<file path="src/include/gp5ds_pkg.sv">
package gp5ds_pkg;
    // register map: full byte addresses; function and drive select placed by choice
    localparam logic [23:0] GP5DS_OFS_OUTPUT_DATA = 24'hFFFFE4;
    localparam logic [23:0] GP5DS_OFS_DIRECTION = 24'hFFFFF4;
    localparam logic [23:0] GP5DS_OFS_FUNC_SELECT = 24'hFFFFF8;
    localparam logic [23:0] GP5DS_OFS_DRIVE_SELECT = 24'hFFFFFC;
    localparam int GP5DS_ADDR_W = 24;
    localparam int GP5DS_PINS = 8;
    localparam logic [7:0] GP5DS_RST_OUTPUT_DATA = 8'h00;
    localparam logic [7:0] GP5DS_RST_DIRECTION = 8'h00;
    localparam logic [7:0] GP5DS_RST_FUNC_SELECT = 8'h00;
    localparam logic [7:0] GP5DS_RST_DRIVE_SELECT = 8'h00;
    localparam logic [7:0] GP5DS_UNMAPPED_READ = 8'h00;
    localparam logic [7:0] GP5DS_RST_PIN_SYNC = 8'h00;
endpackage : gp5ds_pkg

</file>
<file path="src/rtl/gp5ds_port.sv">
// Summary of operation
// - port 3 drive bit: 0 normal drive, 1 high-current drive
// - function bit 0 gives general I/O, 1 gives peripheral function
// - general I/O pin: direction 1 output, 0 input
// - direction enables drive only on general I/O pins, one bit per pin, but picks the data read source on every pin
// - data register bit 0 drives low, 1 drives high
// - general I/O output pin is driven from its data register bit
// - data read returns stored bit where direction is 1
// - data read returns live pin level where direction is 0
`timescale 1ns/1ps
module gp5ds_port
    import gp5ds_pkg::*;
(
    input wire logic i_clock,
    input wire logic i_resetn,
    input wire logic [23:0] i_addr,
    input wire logic [7:0] i_wdata,
    input wire logic i_write,
    input wire logic i_read,
    output logic [7:0] o_rdata,
    input wire logic [7:0] i_pin5,
    output logic [7:0] o_pin5,
    output logic [7:0] o_pin5_oe,
    output logic [7:0] o_pin5_periph,
    input wire logic [7:0] i_periph_out,
    input wire logic [7:0] i_periph_oe,
    output logic [7:0] o_periph_in,
    output logic [7:0] o_port3_high_drive
);
    logic rst_meta_reg;
    logic rst_sync_reg;
    logic rstn;
    logic [7:0] output_data_reg, output_data_next;
    logic [7:0] direction_reg, direction_next;
    logic [7:0] func_select_reg, func_select_next;
    logic [7:0] drive_select_reg, drive_select_next;
    logic [7:0] rdata_reg, rdata_next;
    logic [7:0] pin_s1_reg, pin_s2_reg, pin_s3_reg, pin_level_reg;
    logic [7:0] pin_level_next;
    logic [7:0] read_view;

    always_ff @(posedge i_clock or negedge i_resetn) begin
        if (!i_resetn) begin
            rst_meta_reg <= 1'b0;
            rst_sync_reg <= 1'b0;
        end else begin
            rst_meta_reg <= 1'b1;
            rst_sync_reg <= rst_meta_reg;
        end
    end
    assign rstn = rst_sync_reg;

    // pins are asynchronous: three stages, level accepted when last two agree
    always_comb begin
        pin_level_next = pin_level_reg;
        for (int i = 0; i < GP5DS_PINS; i++) begin
            if (pin_s2_reg[i] == pin_s3_reg[i]) begin
                pin_level_next[i] = pin_s3_reg[i];
            end
        end
    end

    always_comb begin
        output_data_next = output_data_reg;
        direction_next = direction_reg;
        func_select_next = func_select_reg;
        drive_select_next = drive_select_reg;
        if (i_write) begin
            unique case (i_addr)
                GP5DS_OFS_OUTPUT_DATA: output_data_next = i_wdata;
                GP5DS_OFS_DIRECTION: direction_next = i_wdata;
                GP5DS_OFS_FUNC_SELECT: func_select_next = i_wdata;
                GP5DS_OFS_DRIVE_SELECT: drive_select_next = i_wdata;
                default: ;
            endcase
        end
    end

    assign read_view = (output_data_reg & direction_reg) | (pin_level_reg & ~direction_reg);

    always_comb begin
        rdata_next = GP5DS_UNMAPPED_READ;
        if (i_read) begin
            unique case (i_addr)
                GP5DS_OFS_OUTPUT_DATA: rdata_next = read_view;
                GP5DS_OFS_DIRECTION: rdata_next = direction_reg;
                GP5DS_OFS_FUNC_SELECT: rdata_next = func_select_reg;
                GP5DS_OFS_DRIVE_SELECT: rdata_next = drive_select_reg;
                default: rdata_next = GP5DS_UNMAPPED_READ;
            endcase
        end
    end

    always_ff @(posedge i_clock or negedge rstn) begin
        if (!rstn) begin
            output_data_reg <= GP5DS_RST_OUTPUT_DATA;
            direction_reg <= GP5DS_RST_DIRECTION;
            func_select_reg <= GP5DS_RST_FUNC_SELECT;
            drive_select_reg <= GP5DS_RST_DRIVE_SELECT;
        end else begin
            output_data_reg <= output_data_next;
            direction_reg <= direction_next;
            func_select_reg <= func_select_next;
            drive_select_reg <= drive_select_next;
        end
    end

    // read data stands one cycle, then falls back to zero
    always_ff @(posedge i_clock or negedge rstn) begin
        if (!rstn) begin
            rdata_reg <= GP5DS_UNMAPPED_READ;
        end else begin
            rdata_reg <= rdata_next;
        end
    end

    always_ff @(posedge i_clock or negedge rstn) begin
        if (!rstn) begin
            pin_s1_reg <= GP5DS_RST_PIN_SYNC;
            pin_s2_reg <= GP5DS_RST_PIN_SYNC;
            pin_s3_reg <= GP5DS_RST_PIN_SYNC;
            pin_level_reg <= GP5DS_RST_PIN_SYNC;
        end else begin
            pin_s1_reg <= i_pin5;
            pin_s2_reg <= pin_s1_reg;
            pin_s3_reg <= pin_s2_reg;
            pin_level_reg <= pin_level_next;
        end
    end

    assign o_rdata = rdata_reg;
    assign o_port3_high_drive = drive_select_reg;

    genvar g;
    generate
        for (g = 0; g < GP5DS_PINS; g++) begin : g_pin
            always_comb begin
                if (func_select_reg[g]) begin
                    o_pin5[g] = i_periph_out[g];
                    o_pin5_oe[g] = i_periph_oe[g];
                end else begin
                    o_pin5[g] = output_data_reg[g];
                    o_pin5_oe[g] = direction_reg[g];
                end
            end
        end
    endgenerate
    assign o_pin5_periph = func_select_reg;
    // peripheral sees the filtered level only when it owns the pin
    assign o_periph_in = pin_level_reg & func_select_reg;

    property p_gpio_out;
        @(posedge i_clock) disable iff (!rstn)
        (func_select_reg == 8'h00) |-> (o_pin5_oe == direction_reg && o_pin5 == output_data_reg);
    endproperty
    a_gpio_out: assert property (p_gpio_out) else $error("gpio drive mismatch");
    property p_periph_own;
        @(posedge i_clock) disable iff (!rstn)
        1'b1 |-> ((o_pin5_oe & func_select_reg) == (i_periph_oe & func_select_reg));
    endproperty
    a_periph_own: assert property (p_periph_own) else $error("periph ownership");
    property p_dir_only_gpio;
        @(posedge i_clock) disable iff (!rstn)
        1'b1 |-> ((o_pin5_oe & ~func_select_reg) == (direction_reg & ~func_select_reg));
    endproperty
    a_dir_only_gpio: assert property (p_dir_only_gpio) else $error("direction leak");
    property p_in_no_drive;
        @(posedge i_clock) disable iff (!rstn)
        1'b1 |-> ((o_pin5_oe & ~func_select_reg & ~direction_reg) == 8'h00);
    endproperty
    a_in_no_drive: assert property (p_in_no_drive) else $error("input driven");
    property p_level;
        @(posedge i_clock) disable iff (!rstn)
        ((o_pin5 & ~func_select_reg & direction_reg) ==
            (output_data_reg & ~func_select_reg & direction_reg));
    endproperty
    a_level: assert property (p_level) else $error("wrong level");
    property p_read_out;
        @(posedge i_clock) disable iff (!rstn)
        (i_read && i_addr == GP5DS_OFS_OUTPUT_DATA) |=>
            ((o_rdata & $past(direction_reg)) == ($past(output_data_reg) & $past(direction_reg)));
    endproperty
    a_read_out: assert property (p_read_out) else $error("stored readback");
    property p_read_in;
        @(posedge i_clock) disable iff (!rstn)
        (i_read && i_addr == GP5DS_OFS_OUTPUT_DATA) |=>
            ((o_rdata & ~$past(direction_reg)) == ($past(pin_level_reg) & ~$past(direction_reg)));
    endproperty
    a_read_in: assert property (p_read_in) else $error("live readback");
    property p_write_dir;
        @(posedge i_clock) disable iff (!rstn)
        (i_write && i_addr == GP5DS_OFS_DIRECTION) |=> (direction_reg == $past(i_wdata));
    endproperty
    a_write_dir: assert property (p_write_dir) else $error("direction write");
    property p_drive;
        @(posedge i_clock) disable iff (!rstn)
        (i_write && i_addr == GP5DS_OFS_DRIVE_SELECT) |=> (o_port3_high_drive == $past(i_wdata));
    endproperty
    a_drive: assert property (p_drive) else $error("drive select");

    // register bus contract checks
    logic addr_hit;
    assign addr_hit = (i_addr == GP5DS_OFS_OUTPUT_DATA) || (i_addr == GP5DS_OFS_DIRECTION)
        || (i_addr == GP5DS_OFS_FUNC_SELECT) || (i_addr == GP5DS_OFS_DRIVE_SELECT);
    property p_write_data;
        @(posedge i_clock) disable iff (!rstn)
        (i_write && i_addr == GP5DS_OFS_OUTPUT_DATA) |=> (output_data_reg == $past(i_wdata));
    endproperty
    a_write_data: assert property (p_write_data) else $error("data write");
    property p_write_func;
        @(posedge i_clock) disable iff (!rstn)
        (i_write && i_addr == GP5DS_OFS_FUNC_SELECT) |=> (o_pin5_periph == $past(i_wdata));
    endproperty
    a_write_func: assert property (p_write_func) else $error("function write");
    property p_read_dir;
        @(posedge i_clock) disable iff (!rstn)
        (i_read && i_addr == GP5DS_OFS_DIRECTION) |=> (o_rdata == $past(direction_reg));
    endproperty
    a_read_dir: assert property (p_read_dir) else $error("direction read");
    property p_read_func;
        @(posedge i_clock) disable iff (!rstn)
        (i_read && i_addr == GP5DS_OFS_FUNC_SELECT) |=> (o_rdata == $past(func_select_reg));
    endproperty
    a_read_func: assert property (p_read_func) else $error("function read");
    property p_read_drive;
        @(posedge i_clock) disable iff (!rstn)
        (i_read && i_addr == GP5DS_OFS_DRIVE_SELECT) |=> (o_rdata == $past(drive_select_reg));
    endproperty
    a_read_drive: assert property (p_read_drive) else $error("drive read");
    property p_rdata_idle;
        @(posedge i_clock) disable iff (!rstn)
        !i_read |=> (o_rdata == GP5DS_UNMAPPED_READ);
    endproperty
    a_rdata_idle: assert property (p_rdata_idle) else $error("read data not idle");
    property p_read_unmapped;
        @(posedge i_clock) disable iff (!rstn)
        (i_read && !addr_hit) |=> (o_rdata == GP5DS_UNMAPPED_READ);
    endproperty
    a_read_unmapped: assert property (p_read_unmapped) else $error("unmapped read");
    property p_write_unmapped;
        @(posedge i_clock) disable iff (!rstn)
        (i_write && !addr_hit) |=> ($stable(output_data_reg) && $stable(direction_reg)
            && $stable(func_select_reg) && $stable(drive_select_reg));
    endproperty
    a_write_unmapped: assert property (p_write_unmapped) else $error("unmapped write");
    property p_hold_dir;
        @(posedge i_clock) disable iff (!rstn)
        !(i_write && i_addr == GP5DS_OFS_DIRECTION) |=> $stable(direction_reg);
    endproperty
    a_hold_dir: assert property (p_hold_dir) else $error("direction changed");
    property p_hold_data;
        @(posedge i_clock) disable iff (!rstn)
        !(i_write && i_addr == GP5DS_OFS_OUTPUT_DATA) |=> $stable(output_data_reg);
    endproperty
    a_hold_data: assert property (p_hold_data) else $error("data changed");
    property p_hold_func;
        @(posedge i_clock) disable iff (!rstn)
        !(i_write && i_addr == GP5DS_OFS_FUNC_SELECT) |=> $stable(func_select_reg);
    endproperty
    a_hold_func: assert property (p_hold_func) else $error("function changed");
    property p_hold_drive;
        @(posedge i_clock) disable iff (!rstn)
        !(i_write && i_addr == GP5DS_OFS_DRIVE_SELECT) |=> $stable(drive_select_reg);
    endproperty
    a_hold_drive: assert property (p_hold_drive) else $error("drive changed");
    property p_reset_regs;
        @(posedge i_clock) disable iff (!rstn)
        $rose(rstn) |-> (output_data_reg == GP5DS_RST_OUTPUT_DATA
            && direction_reg == GP5DS_RST_DIRECTION && func_select_reg == GP5DS_RST_FUNC_SELECT
            && drive_select_reg == GP5DS_RST_DRIVE_SELECT);
    endproperty
    a_reset_regs: assert property (p_reset_regs) else $error("reset values");

    // pin and ownership checks
    property p_periph_in;
        @(posedge i_clock) disable iff (!rstn)
        ((o_periph_in & ~func_select_reg) == 8'h00);
    endproperty
    a_periph_in: assert property (p_periph_in) else $error("periph input leak");
    property p_periph_level;
        @(posedge i_clock) disable iff (!rstn)
        ((o_pin5 & func_select_reg) == (i_periph_out & func_select_reg));
    endproperty
    a_periph_level: assert property (p_periph_level) else $error("periph level");
    property p_pin_accept;
        @(posedge i_clock) disable iff (!rstn)
        (pin_s2_reg == pin_s3_reg) |=> (pin_level_reg == $past(pin_s3_reg));
    endproperty
    a_pin_accept: assert property (p_pin_accept) else $error("pin level not taken");
    property p_pin_hold;
        @(posedge i_clock) disable iff (!rstn)
        1'b1 |=> (((pin_level_reg ^ $past(pin_level_reg))
            & ($past(pin_s2_reg) ^ $past(pin_s3_reg))) == 8'h00);
    endproperty
    a_pin_hold: assert property (p_pin_hold) else $error("unsettled pin taken");

    c_out: cover property (@(posedge i_clock) disable iff (!rstn) o_pin5_oe == 8'hFF);
    c_periph: cover property (@(posedge i_clock) disable iff (!rstn) func_select_reg != 8'h00);
    c_rd: cover property (@(posedge i_clock) disable iff (!rstn)
        i_read && i_addr == GP5DS_OFS_OUTPUT_DATA && direction_reg == 8'hF0);
    c_stored: cover property (@(posedge i_clock) disable iff (!rstn)
        i_read && i_addr == GP5DS_OFS_OUTPUT_DATA && (direction_reg & func_select_reg) != 8'h00);
    c_high_drive: cover property (@(posedge i_clock) disable iff (!rstn)
        o_port3_high_drive != 8'h00);
endmodule : gp5ds_port

</file>
<file path="config.mk">
export PLATFORM = sky130hd
export DESIGN_NAME = gp5ds_port
export DESIGN_NICKNAME = d
export VERILOG_FILES = /design/src/include/gp5ds_pkg.sv /design/src/rtl/gp5ds_port.sv
export SDC_FILE = /design/constraint.sdc
export NUM_CORES = 1
export LEC_CHECK = 0
export ABC_AREA = 0
export BUFFER_PORTS_ARGS = -buffer_cell sky130_fd_sc_hd__buf_2
export CELL_PAD_IN_SITES_DETAIL_PLACEMENT = 1
export CELL_PAD_IN_SITES_GLOBAL_PLACEMENT = 2
export CORE_ASPECT_RATIO = 0.5
export CORE_MARGIN = 2
export CORE_UTILIZATION = 35
export CTS_CLUSTER_DIAMETER = 50
export CTS_CLUSTER_SIZE = 25
export DETAILED_ROUTE_END_ITERATION = 10
export PLACE_DENSITY_LB_ADDON = 0.1
export REMOVE_ABC_BUFFERS = 1
export SLEW_MARGIN = 20
export SYNTH_ARGS = -nofsm -noshare
export SYNTH_HDL_FRONTEND = slang
export SYNTH_SLANG_ARGS = --single-unit
</file>
<file path="constraint.sdc">
create_clock -name i_clock -period 6.95 [get_ports i_clock]
set_input_delay 0.695 -clock i_clock [delete_from_list [all_inputs] [get_ports i_clock]]
set_output_delay 0.695 -clock i_clock [all_outputs]
set_load 0.01 [all_outputs]
</file>
==> reports/results.ini <==
[outcome]
status = finished clean

[placement]
portBuffers = 107
pre_cts_ws_ns = 4.42
dp_hpwl_mm = 5.48
place.gp.congestion = 0.738

[cts]
clkLatencyLatePin_ns = 0.33
cts_setup_buffers = 0
postCtsHoldBufs = 0
cts.clk_slew.worst_paths_ns = 0.06
cts_sinks = 74
max-clock-path-buffers = 2
cts_root_buf = clkbuf_16
post_cts_resized = 0
cts_max_level = 3
cts_tree = yes
cts_buffers = 9

[setup_path]
cp.required_ns = 7.16
slowest_stage = and4_1
critPathBufInv = 1
crit_family = simple AND/OR/NAND/NOR gates
criticalPathCategory = primary input to flip-flop
crit_chain = buf_2 > and4_1 > and2_1 > and4_1 > mux2_2
max_stage_delay_ns = 0.58
cp_max_fo = 11
crit_top_cell = and4_1
startpoint_type = primary input
critPathCaptureType = flip-flop
critPathArrivalTime_ns = 2.42

[floorplanning]
dieArea_mm2 = 0.00980
die_h_um = 71.0
io_pins = 108
die_w_um = 138
std_cell_rows = 24
start_util = 0.361
core_mm2 = 0.00871

[routing]
detail-route-antenna-nets = 0
drcViolationCount = 0
routedWlPerCell_um = 17.1
drtIter0Drc = 69
wl_mm = 7.74
dr_total_vias = 2198
vias_per_cell = 4.86
first_pass_iters = 4

[global_routing]
grt_antenna_before_repair = 0
grt_pass1_vias = 2339
grt_overflow = 0
grt_start_max_net_pins = 73
grt_pass1_wl_mm = 12.3
track_usage = 0.171

[timing]
fin_skew_ns = 0.00470
fin_crit_ns = 2.21
relSlewSlack = 0.384
finalSetupTns_ns = 0
slew_violations = 0
fin_crit_sh = 0.318
rsz0062_at_grt = false
final-setup-viol-count = 0
worst_pin_slew_ns = 0.924
setup_ws_ns = 4.74
fmax_ghz = 0.452
hold_viol = 0

[synth]
netlist_area_mm2 = 0.00314
synth.distinct_cells = 25
synth_largest_area_cell = dfrtp_1
syn_inst = 218
synth_top_cell_area_share = 0.589
ys_warn_count = 0
synth.avg_cell_area_um2 = 14.4
ys_ff_latch = 74
yosys-top-cells-area = dfrtp_1 (59%), mux2_2 (22%), maj3_1 (2.5%), nand4_1 (2.4%), a22o_1 (2.2%)
synth_seq_area_share = 0.589

[pwr]
report.power.total_mw = 0.959
p_leak_nw = 2.12
ir_drop_mv = 0.106
powerDensity_mw_per_mm2 = 234

[worst_hold_path]
hold_class = primary input to asynchronous set/reset pin

[finish]
multi_input_area_mm2 = 0.00125
drive_gt1_frac = 0.576
n_antenna_cell = 0
nets = 390
fillers = 953
regArea_mm2 = 0.00186
area_growth_pct = 30.6

[job]
drv_cap = 0

==> per-stage QoR <==
| stage | cells | utilization | area (um2) | hold slack (ns) |
|---|---|---|---|---|
| after floorplan | 211 | - | 3110 | 0.331 |
| after global placement | 436 | 0.436 | 3800 | 0.333 |
| after detailed placement | 436 | 0.436 | 3800 | 0.337 |
| after CTS | 452 | 0.471 | 4100 | 0.118 |
| after global routing | 452 | 0.471 | 4100 | 0.117 |
| final | 452 | 0.471 | 4100 | 0.139 |
==> path summary, 6_finish.rpt <==
| path | start | to | slack, ns | cells after the start |
|---|---|---|---|---|
| worst min-delay path | i_resetn | rst_sync_reg$_DFF_PN0_ | 0.14 | 1 |
| worst max-delay path | i_addr[23] | direction_reg[3]$_DFFE_PN0P_ | 4.74 | 5 |
| worst max register to register | direction_reg[6]$_DFFE_PN0P_ | o_rdata[6]$_DFF_PN0_ | 5.77 | 4 |
| min in group i_clock | pin_s1_reg[0]$_DFF_PN0_ | pin_s2_reg[0]$_DFF_PN0_ | 0.35 | 0 |
| max in group asynchronous | rst_sync_reg$_DFF_PN0_ | direction_reg[7]$_DFFE_PN0P_ | 5.87 | 0 |
| worst min register to register | pin_s1_reg[0]$_DFF_PN0_ | pin_s2_reg[0]$_DFF_PN0_ | 0.35 | 0 |
==> metal layers <==
metal	vias to the layer above	GRT usage	wire length [um]
met5	-	0	0
met4	0	0.0578	59
met3	7	0.0538	467
met2	63	0.259	3510
met1	1099	0.234	3700
li1	1029	-	-
==> cell usage in the layout (no fill, tap or decap), drive strengths merged <==
cell type	instances
clkinv	3
nor3	2
nand4	13
bufinv	1
nand2b	1
dfrtp	74
nand4b	1
clkinvlp	1
nor2	1
conb	1
mux2	64
buf	108
a22o	8
and3	1
inv	1
nand2	11
or2	1
nor4	1
a21oi	8
nand4bb	2
clkbuf	10
and4	2
and2	10
maj3	8
nor2b	2
==> Yosys cell counts, drive strengths merged <==
master / count
nand4bb: 2
and4: 2
maj3: 8
and3: 1
nor2b: 2
or2: 1
nand4b: 1
a21oi: 8
dfrtp: 74
nand4: 13
conb: 1
mux2: 64
buf: 6
nand2b: 1
nor4: 1
nor3: 2
and2: 10
clkbuf: 1
nor2: 1
nand2: 11
a22o: 8
==> power by group <==
| part | total, mW | internal, mW | switching, mW |
|---|---|---|---|
| Combinational | 0.0381 | 0.0208 | 0.0174 |
| Sequential | 0.458 | 0.443 | 0.0149 |
| Clock | 0.463 | 0.288 | 0.175 |
==> area by class of cell <==
| class | count | area share |
|---|---|---|
| flip-flops and latches | 74 | 0.452 |
| clock buffers | 10 | 0.0582 |
| well taps | 117 | 0.0357 |
| clock inverters | 6 | 0.0159 |
| repair buffers | 108 | 0.132 |
| multi-input cells | 137 | 0.306 |
==> logic make-up after synthesis <==
group	share of synthesized area
AOI/OAI and AO/OA	0.0350
adders and majority gates	0.0255
buffers and inverters	0.0115
DFF	0.589
muxes	0.229
other	0.00119
and+or+nand+nor	0.108
(Power assumes the default switching activity.)
